<file path="config.mk">
export PLATFORM = sky130hd
export DESIGN_NAME = pbp_channel
export DESIGN_NICKNAME = d
export VERILOG_FILES = /design/src/rtl/pbp_pkg.sv /design/src/rtl/pbp_in_filter.sv /design/src/rtl/pbp_channel.sv
export SDC_FILE = /design/constraint.sdc
export NUM_CORES = 1
export LEC_CHECK = 0
export BUFFER_PORTS_ARGS = -buffer_cell sky130_fd_sc_hd__buf_4
export CAP_MARGIN = 25
export CORE_MARGIN = 2
export CORE_UTILIZATION = 42
export CTS_BUF_LIST = sky130_fd_sc_hd__clkbuf_4
export CTS_CLUSTER_SIZE = 24
export DETAILED_ROUTE_END_ITERATION = 7
export PLACE_DENSITY = 0.93
export SYNTH_ARGS = -nofsm -noshare
export SYNTH_HDL_FRONTEND = slang
export SYNTH_SLANG_ARGS = --single-unit
</file>
<file path="constraint.sdc">
create_clock -name pclk -period 1.6 [get_ports pclk]
set_input_delay 0.32 -clock pclk [delete_from_list [all_inputs] [get_ports pclk]]
set_output_delay 0.32 -clock pclk [all_outputs]
set_load 0.01 [all_outputs]
</file>
<file path="src/rtl/pbp_pkg.sv">
// Shared constants and carrier types of the port bypass channel
package pbp_pkg;

  // ----------------------------------------------------------------
  // Timing
  // ----------------------------------------------------------------
  localparam int CLK_PERIOD_NS = 100;
  localparam int LOSS_LAT_NS = 400;
  // Longest time, so round down, never below one cycle
  localparam int LOSS_LAT_CYC = (LOSS_LAT_NS / CLK_PERIOD_NS < 1) ? 1 :
                                LOSS_LAT_NS / CLK_PERIOD_NS;
  // Pin to filtered value latency of the input filter, in cycles
  localparam int FILT_LAT_CYC = 3;

  // ----------------------------------------------------------------
  // Register map (byte addresses on the APB)
  // ----------------------------------------------------------------
  localparam logic [7:0] CTRL_IDX = 8'h2A;
  localparam logic [7:0] CTRL_ADDR = {CTRL_IDX[5:0], 2'b00};
  localparam logic [7:0] ISTAT_ADDR = 8'hB0;
  localparam logic [7:0] ICLR_ADDR = 8'hB4;
  localparam logic [7:0] IEN_ADDR = 8'hB8;
  localparam logic [7:0] ISRC_ADDR = 8'hBC;

  // ----------------------------------------------------------------
  // Field positions
  // ----------------------------------------------------------------
  localparam int EN_BIT = 7;
  localparam int IRQEN_BIT = 6;
  localparam int FB_BIT = 1;
  localparam int SD_BIT = 0;
  localparam int EV_EDGE = 0;
  localparam int EV_LOSS = 1;
  localparam int EV_W = 2;

  // ----------------------------------------------------------------
  // Reset values
  // ----------------------------------------------------------------
  localparam logic EN_RST = 1'b0;
  localparam logic IRQEN_RST = 1'b0;
  localparam logic FB_RST = 1'b1;
  localparam logic PIN_RST = 1'b1;
  localparam logic [1:0] IMASK_RST = 2'h3;
  localparam logic [7:0] ISRC_RST = 8'h00;

  // ----------------------------------------------------------------
  // Carrier types
  // ----------------------------------------------------------------
  typedef struct packed {
    logic o;
    logic oe_n;
  } pbp_pin_t;

  typedef struct packed {
    logic en;
    logic irq_en;
    logic force_n;
  } pbp_ctrl_t;

endpackage

</file>
<file path="src/rtl/pbp_in_filter.sv">
// Two-flop synchroniser and agreement filter for pin inputs
`timescale 1ns/1ps
module pbp_in_filter #(
  parameter int W = 2
) (
  pclk,    // core clock
  presetn, // async reset, active low
  pin_i,   // raw pin levels
  filt     // synchronised and filtered levels
);
  import pbp_pkg::*;
  input wire logic pclk;
  input wire logic presetn;
  input wire logic [W-1:0] pin_i;
  output logic [W-1:0] filt;

  logic [W-1:0] sync1_q;
  logic [W-1:0] sync2_q;
  logic [W-1:0] age_q;
  logic [W-1:0] hold_q;
  wire [W-1:0] agree;

  if (W < 1) begin : g_chk
    $error("pbp_in_filter needs W of at least 1");
  end

  // ----------------------------------------------------------------
  // Synchroniser; pins idle high through their pull-ups
  // ----------------------------------------------------------------
  always_ff @(posedge pclk or negedge presetn) begin
    if (!presetn) begin
      sync1_q <= {W{PIN_RST}};
      sync2_q <= {W{PIN_RST}};
      age_q <= {W{PIN_RST}};
      hold_q <= {W{PIN_RST}};
    end else begin
      sync1_q <= pin_i;
      sync2_q <= sync1_q;
      age_q <= sync2_q;
      hold_q <= filt;
    end
  end

  // ----------------------------------------------------------------
  // A new level is taken once two samples agree
  // ----------------------------------------------------------------
  assign agree = ~(sync2_q ^ age_q);
  assign filt = (agree & sync2_q) | (~agree & hold_q);

endmodule

</file>
<file path="src/rtl/pbp_channel.sv">
// Port bypass channel: control register, pin pair and interrupt logic
//
// Behaviour
// - Detect interrupt enable set: any level change on detect pin raises interrupt.
// - Qualifying change asserts irq_n low and loads source index with own address.
// - Detect interrupt enable clear: detect pin changes raise no interrupt; a loss while enabled with force bit one still does.
// - Channel enabled: port5 bit5 driven totem-pole, level follows force bit.
// - Force bit one leaves external force-bypass deasserted, normal mode.
// - Force bit zero asserts external force-bypass, bypass mode.
// - Channel enabled: filtered detect low clears force bit; pin falls within 400 ns.
// - Register reads return synchronised, filtered pin levels.
// - Force bit writes honoured any time while detect input stays high.
// - Channel enabled: detect bit is read-only, shows port5 bit4 level.
// - Detect bit one means signal seen, zero means no signal.
// - Channel enable makes the pin pair force output and detect input.
// - Channel enable clear: other control bits leave both pins alone.
`timescale 1ns/1ps
module pbp_channel (
  pclk,             // core clock, 10 MHz
  presetn,          // async reset, active low
  psel,             // APB select
  penable,          // APB access phase
  pwrite,           // APB write
  paddr,            // APB byte address
  pwdata,           // APB write data
  prdata,           // APB read data
  pready,           // APB ready
  pslverr,          // APB error on unmapped address
  port5_bit5_pin_i, // force bypass pin level
  port5_bit5_pin,   // force bypass pin drive
  port5_bit4_pin_i, // signal detect pin level
  port5_bit4_pin,   // signal detect pin drive
  irq_n             // interrupt, active low
);
  import pbp_pkg::*;
  input wire logic pclk;
  input wire logic presetn;
  input wire logic psel;
  input wire logic penable;
  input wire logic pwrite;
  input wire logic [7:0] paddr;
  input wire logic [31:0] pwdata;
  output logic [31:0] prdata;
  output logic pready;
  output logic pslverr;
  input wire logic port5_bit5_pin_i;
  output pbp_pkg::pbp_pin_t port5_bit5_pin;
  input wire logic port5_bit4_pin_i;
  output pbp_pkg::pbp_pin_t port5_bit4_pin;
  output logic irq_n;

  if (FILT_LAT_CYC + 1 > LOSS_LAT_CYC) begin : g_chk
    $error("Filter too slow for the signal loss latency");
  end

  // ----------------------------------------------------------------
  // State
  // ----------------------------------------------------------------
  pbp_ctrl_t ctrl_q, ctrl_d;
  logic [EV_W-1:0] istat_q, istat_d;
  logic [EV_W-1:0] ien_q, ien_d;
  logic [7:0] isrc_q, isrc_d;
  logic [31:0] prdata_q, prdata_d;
  logic irq_n_q, irq_n_d;
  logic sd_prev_q;
  logic [1:0] filt;

  // ----------------------------------------------------------------
  // Pin input synchroniser and filter
  // ----------------------------------------------------------------
  pbp_in_filter #(.W(2)) u_filt (
    .pclk(pclk),
    .presetn(presetn),
    .pin_i({port5_bit5_pin_i, port5_bit4_pin_i}),
    .filt(filt)
  );

  wire fb_pin = filt[1];
  wire sd_pin = filt[0];

  // ----------------------------------------------------------------
  // APB decode
  // ----------------------------------------------------------------
  wire setup = psel & ~penable;
  wire wr = psel & penable & pwrite;
  wire hit_ctrl = paddr == CTRL_ADDR;
  wire hit_istat = paddr == ISTAT_ADDR;
  wire hit_iclr = paddr == ICLR_ADDR;
  wire hit_ien = paddr == IEN_ADDR;
  wire hit_isrc = paddr == ISRC_ADDR;
  wire mapped = hit_ctrl | hit_istat | hit_iclr | hit_ien | hit_isrc;
  wire wr_ctrl = wr & hit_ctrl;
  wire wr_iclr = wr & hit_iclr;
  wire wr_ien = wr & hit_ien;

  assign pready = 1'b1;
  assign pslverr = psel & penable & ~mapped;

  // Control byte as software sees it; pin bits come from the filter
  function automatic logic [7:0] ctrl_view(pbp_ctrl_t c, logic fb,
                                           logic sd);
    logic [7:0] v;
    v = 8'h00;
    v[EN_BIT] = c.en;
    v[IRQEN_BIT] = c.irq_en;
    v[FB_BIT] = fb;
    v[SD_BIT] = sd;
    return v;
  endfunction

  // Read data is captured in the setup cycle, valid in the access phase
  assign prdata_d = !setup ? prdata_q :
                    hit_ctrl ? {24'h000000,
                                ctrl_view(ctrl_q, fb_pin, sd_pin)} :
                    hit_istat ? {30'h0, istat_q} :
                    hit_ien ? {30'h0, ien_q} :
                    hit_isrc ? {24'h000000, isrc_q} :
                    32'h00000000;

  // ----------------------------------------------------------------
  // Control register
  // ----------------------------------------------------------------
  wire sd_edge = sd_pin ^ sd_prev_q;
  wire loss = ctrl_q.en & ~sd_pin;
  wire fb_written = wr_ctrl ? pwdata[FB_BIT] : ctrl_q.force_n;
  wire fb_lost = loss & ctrl_q.force_n;

  assign ctrl_d.en = wr_ctrl ? pwdata[EN_BIT] : ctrl_q.en;
  assign ctrl_d.irq_en = wr_ctrl ? pwdata[IRQEN_BIT] : ctrl_q.irq_en;
  // Hardware clear wins over a write while the signal is lost
  assign ctrl_d.force_n = loss ? 1'b0 : fb_written;

  // ----------------------------------------------------------------
  // Interrupts
  // ----------------------------------------------------------------
  wire ev_edge = ctrl_q.irq_en & sd_edge;
  wire [EV_W-1:0] ev_set = {fb_lost, ev_edge};
  wire [EV_W-1:0] ev_clr = wr_iclr ? pwdata[EV_W-1:0] : '0;

  // A new event wins over a clear in the same cycle
  assign istat_d = (istat_q & ~ev_clr) | ev_set;
  assign ien_d = wr_ien ? pwdata[EV_W-1:0] : ien_q;
  assign isrc_d = ev_edge ? CTRL_IDX : isrc_q;
  assign irq_n_d = ~|(istat_d & ien_d);

  // ----------------------------------------------------------------
  // Pin drive
  // ----------------------------------------------------------------
  // Released when disabled; pull-ups and other pin users take over
  assign port5_bit5_pin.o = ctrl_q.en & ctrl_q.force_n;
  assign port5_bit5_pin.oe_n = ~ctrl_q.en;
  assign port5_bit4_pin.o = 1'b0;
  assign port5_bit4_pin.oe_n = 1'b1;
  assign prdata = prdata_q;
  assign irq_n = irq_n_q;

  // ----------------------------------------------------------------
  // Flip-flops
  // ----------------------------------------------------------------
  always_ff @(posedge pclk or negedge presetn) begin
    if (!presetn) begin
      ctrl_q <= '{en: EN_RST, irq_en: IRQEN_RST, force_n: FB_RST};
      istat_q <= '0;
      ien_q <= IMASK_RST;
      isrc_q <= ISRC_RST;
      prdata_q <= 32'h00000000;
      irq_n_q <= 1'b1;
      sd_prev_q <= PIN_RST;
    end else begin
      ctrl_q <= ctrl_d;
      istat_q <= istat_d;
      ien_q <= ien_d;
      isrc_q <= isrc_d;
      prdata_q <= prdata_d;
      irq_n_q <= irq_n_d;
      sd_prev_q <= sd_pin;
    end
  end
endmodule

</file>
* Word-level counts from Yosys, hierarchy flattened *
Index checks and enable logic that the tools add are counted.

word-level totals
  logic and storage cells = 59
  input bits = 47
  register bits = 50

operators by class
  equal/unequal tests = 5
  bitwise logic cells = 30
  muxes and demuxes = 8
  reductions and logical operators = 3

operators with widths
  cell                                  number
  8-bit == test, second input constant  5
  6-bit 2-to-1 mux                      3
  1-bit bitwise AND                     11
  2-bit bitwise AND                     4
  8-bit 2-to-1 mux                      1
  2-bit inverter                        3
  2-bit 2-to-1 mux                      2
  1-bit inverter                        4
  1-bit bitwise OR                      4
  2-bit bitwise OR                      2
  1-bit 2-to-1 mux                      2
  2-bit nonzero test                    1
  2-bit OR reduction                    1
  2-bit bitwise XOR                     1
  1-bit zero test                       1
  1-bit bitwise XOR                     1

* Depth between registers and ports, before layout *
Gate-level depths: netlist (run 1).

  word-level depth = 12
  depth in mapped cells = 4

* By module *
A second synthesis (run 1) with hierarchy kept.

second synthesis, totals
  cells, all modules = 116
  area, all modules = 1,258.7 µm²

by module, submodules not included
  module         area each (µm²)  seq. area each (µm²)  times used  cells an instance
  pbp_channel    1,026.0          381.6                 1           106
  pbp_in_filter  232.7            210.2                 1           10

* Least setup slack after synthesis (run 1) *
OpenSTA, ideal clock, no wires.

  path kind = input-to-reg
  start point = input paddr[6]
  end point = register irq_n_q (netlist: irq_n)
  arrival = 1.346 ns
  setup slack = 0.177 ns
  stages on the path = 4
  setup time = 0.076 ns
  data required time = 1.524 ns
  path buffers = 0
  path through = and4bb_4 -> and4_4 -> mux2_4 -> a22oi_2

between the ends
  elaborated cells between the ends (all ways) = 12
  classes of those cells = 2 x eq/ne; 2 x mux; 6 x bitwise; 2 x reduce/logical

RTL lines
  what                  RTL line            source
  from (decl)           pbp_channel.sv:41   input wire logic [7:0] paddr;
  8-bit == test         pbp_channel.sv:89   wire hit_ien = paddr == IEN_ADDR;
  1-bit bitwise AND     pbp_channel.sv:94   wire wr_ien = wr & hit_ien;
  2-bit 2-to-1 mux      pbp_channel.sv:142  assign ien_d = wr_ien ? pwdata[EV_W-1:0] : ien_q;
  net ien_d[0]          pbp_channel.sv:61   logic [EV_W-1:0] ien_q, ien_d;
  2-bit bitwise AND     pbp_channel.sv:144  assign irq_n_d = ~|(istat_d & ien_d);
  2-bit OR reduction    pbp_channel.sv:144
  1-bit zero test       pbp_channel.sv:144
  net irq_n_d           pbp_channel.sv:64   logic irq_n_q, irq_n_d;
  to (signal assigned)  pbp_channel.sv:175  irq_n_q <= irq_n_d;
  to (decl)             pbp_channel.sv:64

The timed path passes the listed nets, and every way through them passes these cells.
A chain may end at the register's enable or synchronous reset.

* Final worst setup path (run 1) *
  start point = input paddr[1]
  end point = output pslverr

between the ends
  cells in the longest elaborated chain, start to end = 7
  elaborated cells between the ends (all ways) = 11
  classes of those cells = 5 x eq/ne; 6 x bitwise

ends and longest elaborated chain
  what                                     RTL line                              source
  8-bit == test, on equally long branches  pbp_channel.sv:86, pbp_channel.sv:87
  1-bit bitwise OR (3 in a row)            pbp_channel.sv:91                     wire mapped = hit_ctrl | hit_istat | hit_iclr | hit_ien | hit_isrc;
  1-bit bitwise OR (*)                     pbp_channel.sv:91
  1-bit inverter (*)                       pbp_channel.sv:97                     assign pslverr = psel & penable & ~mapped;
  1-bit bitwise AND (*)                    pbp_channel.sv:97
  to (decl)                                pbp_channel.sv:45                     output logic pslverr;

Mark *: on every way between the ends. The rest lies on a longest branch, timed or not.

==> flow_summary.yaml, run 1 <==
logic_synthesis:
  synth_seq_cells: 22
  synth_area_sq_um: 1210
  synthTopCellsByArea: "dfstp_2 (26%), dfrtp_1 (21%), buf_4 (19%), mux2_4 (2.5%), nand2_1 (2.5%)"
  synth_top_area_cell: "dfstp_2"
  synth_cell_types: 36
  synth_seq_area_share: 0.466
  yosys.area.top_type_share: 0.260
  ys_warn_count: 0
  synth_cells: 110
  synth.avg_cell_area_sq_um: 11.0
die:
  rows: 19
  initial_utilization: 0.440
  fp.dieH_um: 57.8
  ios: 86
  design.core.area_sq_um: 2760
  chipWidth_um: 57.8
  die-area_sq_um: 3340
worst_setup_path:
  cp-start-kind: "primary input"
  crit_arrival_ps: 1210
  critPathCaptureType: "output pin"
  worst-path-max-fanout: 2
  worst_ep_required_time_ps: 1280
  path_class: "primary input to output pin"
route:
  drt_iter0_markers: 24
  viasPerCell: 4.83
  routed_wirelength_mm: 2.08
  drt_first_pass_iters: 4
  final_antenna_net_count: 0
  dr_total_vias: 830
  post_drt_wl_per_cell_um: 12.1
  drc_errors: 0
finish:
  num_antenna_cells: 0
  multi_input_area_sq_um: 514
  drive_gt1_frac: 0.404
  n_fill_cell: 256
  syn_to_final_growth_pct: 15.3
  regArea_sq_um: 566
  final_nets: 190
  final_util: 0.507
  final_cell_mix: "buf_4 (31), conb_1 (29), dfstp_2 (12)"
  layout_commonest_cell: "buf_4"
global_routing:
  grt_use_total: 0.129
  grt_pass1_vias: 771
  antenna_found_initial: 0
  grt_overflow: 0
  grt_max_degree: 23
  grt_pass1_wl_mm: 3.37
sta:
  final-setup-viol-count: 0
  fin_tns_setup_ps: 0
  clock_skew_ps: 1.45
  hold_slack_ps: 131
  finalCritPeriodShare: 0.957
  drv_slew: 0
  hold_viol_final: 0
  rsz0062_at_grt: "no"
  fin_crit_ps: 1530
  fmax_ghz: 0.653
power:
  clock_power_share: 0.231
  pwr-share-comb: 0.150
  ir_worst_vdd_v: 0.000450
  cellInternalPower_uw: 735
  power.leakage_uw: 0.000685
  p_seq_frac: 0.619
  finalPower_uw: 969
  p_sw_uw: 234
  switching_share: 0.241
  power_density_nw_per_um2: 693
clocking:
  clockBufferDepth: 2
  cts_tree: "built"
  cts_buffers: 3
  cts.htree.levels: 1
  cts.sinks: 22
  clk_pin_slew_ps: 100
  clk_latency_ps: 280
  cts_root_buf: "clkbuf_4"
place:
  port_buffers: 28
  gp_routability_congestion: 0.781
  hpwl_mm: 1.74
flow_run:
  drv_cap: 0
worst_hold_path:
  hp-class: "primary input to flop"
run_status:
  run_status: "complete, no violations"
## state kept, by name (all words and copies together) (netlist names)
name	flops
prdata	5
ctrl_q	3
ien_q	2
istat_q	2
u_filt.age_q	2
u_filt.hold_q	2
u_filt.sync1_q	2
u_filt.sync2_q	2
irq_n	1
isrc_q	1
## cells by family (layout without fill, tap and decap cells)
logic type                 count (synthesis)  in the layout  share of synthesized area
AOI/OAI and AO/OA                         16             16                      0.102
adders and majority gates                  2              2                     0.0165
buffers and inverters                     35             39                      0.201
DFF                                       22             22                      0.466
muxes                                      5              5                     0.0515
other                                      2             29                    0.00619
and+or+nand+nor                           28             28                      0.157
## path summary, 6_finish.rpt
path | startpoint | cells past startpoint | endpoint | slack [ps]
setup / recovery | paddr[1] | 5 | pslverr | 70
hold / removal | port5_bit5_pin_i | 1 | u_filt.sync1_q[1]$_DFF_PN1_ | 130
setup reg to reg | ien_q[0]$_DFF_PN1_ | 3 | prdata[0]$_DFFE_PN0P_ | 300
hold reg to reg | u_filt.sync1_q[1]$_DFF_PN1_ | 0 | u_filt.sync2_q[1]$_DFF_PN1_ | 360
max in group asynchronous | presetn | 2 | u_filt.age_q[1]$_DFF_PN1_ | 890
min in group asynchronous | presetn | 2 | ctrl_q[2]$_DFFE_PN0P_ | 440
## cells in the mapped netlist (all sizes together)
| cell | n |
|---|---|
| a21oi | 2 |
| dfstp | 12 |
| maj3 | 2 |
| inv | 4 |
| o211a | 1 |
| a22oi | 1 |
| and4b | 1 |
| a22o | 1 |
| nand2 | 8 |
| mux2i | 1 |
| nor2b | 1 |
| nor3b | 2 |
| mux2 | 4 |
| o41ai | 3 |
| dfrtp | 10 |
| nand4 | 4 |
| a31oi | 1 |
| conb | 2 |
| a311o | 1 |
| a21o | 1 |
| and4bb | 1 |
| o31ai | 2 |
| and2 | 1 |
| or2 | 1 |
| clkbuf | 1 |
| nor4b | 1 |
| nand3 | 1 |
| o21a | 1 |
| o21ai | 2 |
| nor2 | 3 |
| nand4b | 1 |
| and4 | 1 |
| nand2b | 1 |
| and3b | 1 |
| buf | 30 |
## layer usage
layer  global-route usage  routed length [um]  part of all wire
met1                0.166                 870              0.42
met2                0.214                 998              0.48
met3               0.0379                 210              0.10
met4               0.0299                   0                 0
met5                    0                   0                 0
## critical path, cell delays in order
cell,delay [ps]
buf_4,120
nor4b_4,290
nand2_1,110
o211a_1,230
buf_4,140
## area by class of cell
| cell class | instances | area share |
|---|---|---|
| inverter | 4 | 0.0107 |
| sequential | 22 | 0.404 |
| clock buffer | 3 | 0.0161 |
| tap | 31 | 0.0277 |
| timing repair buffer | 32 | 0.174 |
| multi-input combinational | 80 | 0.368 |
## power by group through the flow
stage / registers (uW) / logic, uW / clock network [uW]
final: 600 / 145 / 224
after global routing: 603 / 161 / 268
after CTS: 600 / 142 / 237
after detailed placement: 610 / 140 / 0
after global placement: 608 / 137 / 0
after floorplan: 606 / 124 / 0
## per-stage QoR
| stage | instances | worst slack, ps | instance area [sq um] |
|---|---|---|---|
| after floorplan | 137 | 177 | 1320 |
| after global placement | 168 | 41.4 | 1360 |
| after detailed placement | 168 | 9.62 | 1360 |
| after CTS | 172 | 3.54 | 1390 |
| after global routing | 172 | 25.6 | 1400 |
| final | 172 | 69.5 | 1400 |
## timing repair
item                       4_1_cts  5_1_grt
hold buffers                     1        0
setup buffers                    0        0
gates resized for setup          0        1
setup endpoints to repair        0        1
hold endpoints to repair        10        0
(Power assumes the default switching activity.)
==> run 2, diff against run 1 <==
--- a/config.mk
+++ b/config.mk
@@ -13,6 +13,7 @@
 export CTS_CLUSTER_SIZE = 24
 export DETAILED_ROUTE_END_ITERATION = 7
 export PLACE_DENSITY = 0.93
+export REMOVE_ABC_BUFFERS = 1
 export SYNTH_ARGS = -nofsm -noshare
 export SYNTH_HDL_FRONTEND = slang
 export SYNTH_SLANG_ARGS = --single-unit
==> flow_summary.yaml, run 2 (synthesized netlist as in run 1, its figures left out) <==
run_status:
  run_status: "complete, no violations"
finish:
  instances_no_fill: 174
  final_nets: 191
  n_fill_cell: 244
  design_area_sq_um: 1410
  layout_commonest_cell: "buf_4"
  drive_gt1_frac: 0.406
  num_antenna_cells: 0
  final_cell_mix: "buf_4 (32), conb_1 (29), dfstp_2 (12)"
  largest_reg_flops: 5
  syn_to_final_growth_pct: 16.2
place:
  port_buffers: 28
  post-place-cells: 168
  dpl_worst_slack_ps: 7.77
  post_dp_cell_area_sq_um: 1360
  hpwl_mm: 1.66
  gp_routability_congestion: 0.816
die:
  ios: 86
  design.core.area_sq_um: 2760
  rows: 19
  die-area_sq_um: 3340
  chipWidth_um: 57.8
  initial_utilization: 0.440
  fp.dieH_um: 57.8
route:
  drt_iter0_markers: 11
  final_antenna_net_count: 0
  post_drt_wl_per_cell_um: 12.3
  routed_wirelength_mm: 2.14
  drc_errors: 0
  drt_first_pass_iters: 4
  dr_total_vias: 856
  viasPerCell: 4.92
sta:
  drv_slew: 0
  rsz0062_at_grt: "no"
  fin_tns_setup_ps: 0
  layout_setup_ws_ps: 45.8
  final-setup-viol-count: 0
  hold_viol_final: 0
  fmax_ghz: 0.643
  fin_crit_ps: 1550
  finalCritPeriodShare: 0.971
  clock_skew_ps: 4.26
global_routing:
  grt_pass1_wl_mm: 3.35
  grt_overflow: 0
  grt_max_degree: 23
  antenna_found_initial: 0
  grt_pass1_vias: 775
  grt_use_total: 0.132
clocking:
  clockBufferDepth: 2
  clk_latency_ps: 300
  cts.htree.levels: 1
  cts_buffers: 3
  cts.sinks: 22
  cts_tree: "built"
  clk_pin_slew_ps: 110
  cts_root_buf: "clkbuf_4"
power:
  power.leakage_uw: 0.000691
  power_density_nw_per_um2: 706
  ir_worst_vdd_v: 0.000397
worst_setup_path:
  worst-path-max-fanout: 2
  worstPathCellList: "buf_4, nor4b_4, nand2_1, o211a_1, buf_4"
  path_class: "primary input to output pin"
  worst_ep_required_time_ps: 1280
  path_common_cell: "buf_4"
  critPathCaptureType: "output pin"
  cp-start-kind: "primary input"
  cp_slowest_stage_delay_ps: 310
  critPathSlowestCell: "nor4b_4"
  crit_arrival_ps: 1230
flow_run:
  drv_cap: 0
worst_hold_path:
  hp-class: "primary input to flop"
[run 2: cell count changes in the layout (fill, tap and decap cells not counted)]
cell      delta
buf_4        +1
clkinv_1     +1
[run 2: final timing paths]
path	start	cells past startpoint	endpoint	slack [ps]
setup / recovery	paddr[1]	5	pslverr	50
hold reg to reg	u_filt.sync1_q[0]$_DFF_PN1_	0	u_filt.sync2_q[0]$_DFF_PN1_	360
min in group asynchronous	presetn	2	ctrl_q[2]$_DFFE_PN0P_	420
max in group asynchronous	presetn	2	u_filt.hold_q[1]$_DFF_PN1_	910
hold / removal	port5_bit5_pin_i	1	u_filt.sync1_q[1]$_DFF_PN1_	110
setup reg to reg	u_filt.sync2_q[0]$_DFF_PN1_	4	irq_n$_DFF_PN1_	310
[run 2: timing repair]
action,4_1_cts,5_1_grt
endpoints found under the hold margin,10,0
hold buffers,1,0
buffers inserted,0,1
endpoints found under the setup margin,0,1
resized for setup,0,1
[run 2: cell type report]
| class | count | area (sq um) | area share |
|---|---|---|---|
| Clock inverter | 1 | 3.75 | 0.00266 |
| Sequential cell | 22 | 566 | 0.401 |
| Clock buffer | 3 | 22.5 | 0.0160 |
| Multi-Input combinational cell | 80 | 514 | 0.365 |
| Timing Repair Buffer | 33 | 250 | 0.177 |
| Tap cell | 31 | 38.8 | 0.0275 |
| Inverter | 4 | 15.0 | 0.0106 |
[run 2: critical path: cells and delay by family]
kind	cells	cell delay (ps)
AO/OA/AOI/OAI	1	230
buffers and inverters	2	260
AND/OR/NAND/NOR	2	420
[run 2: routing by layer]
layer / up-vias / wire length (um) / GRT usage / share of wire
met5: - / 0 / 0 / 0
met3: 4 / 220 / 0.0357 / 0.10
met4: 0 / 39 / 0.0731 / 0.018
met1: 407 / 826 / 0.154 / 0.39
met2: 56 / 1050 / 0.218 / 0.49
li1: 389 / - / - / -
[run 2: metrics by stage]
step	hold WS, ps	power, uW	util
after floorplan	24.4	677	-
after global placement	211	744	0.492
after detailed placement	222	750	0.492
after CTS	106	1000	0.505
after global routing	94.4	1040	0.511
final	114	995	0.511
[run 2: where the power goes]
group          internal [uW]  total, uW  switching (uW)
sequential               588        600            11.7
clock                   91.0        249             158
combinational           60.2        146            86.2
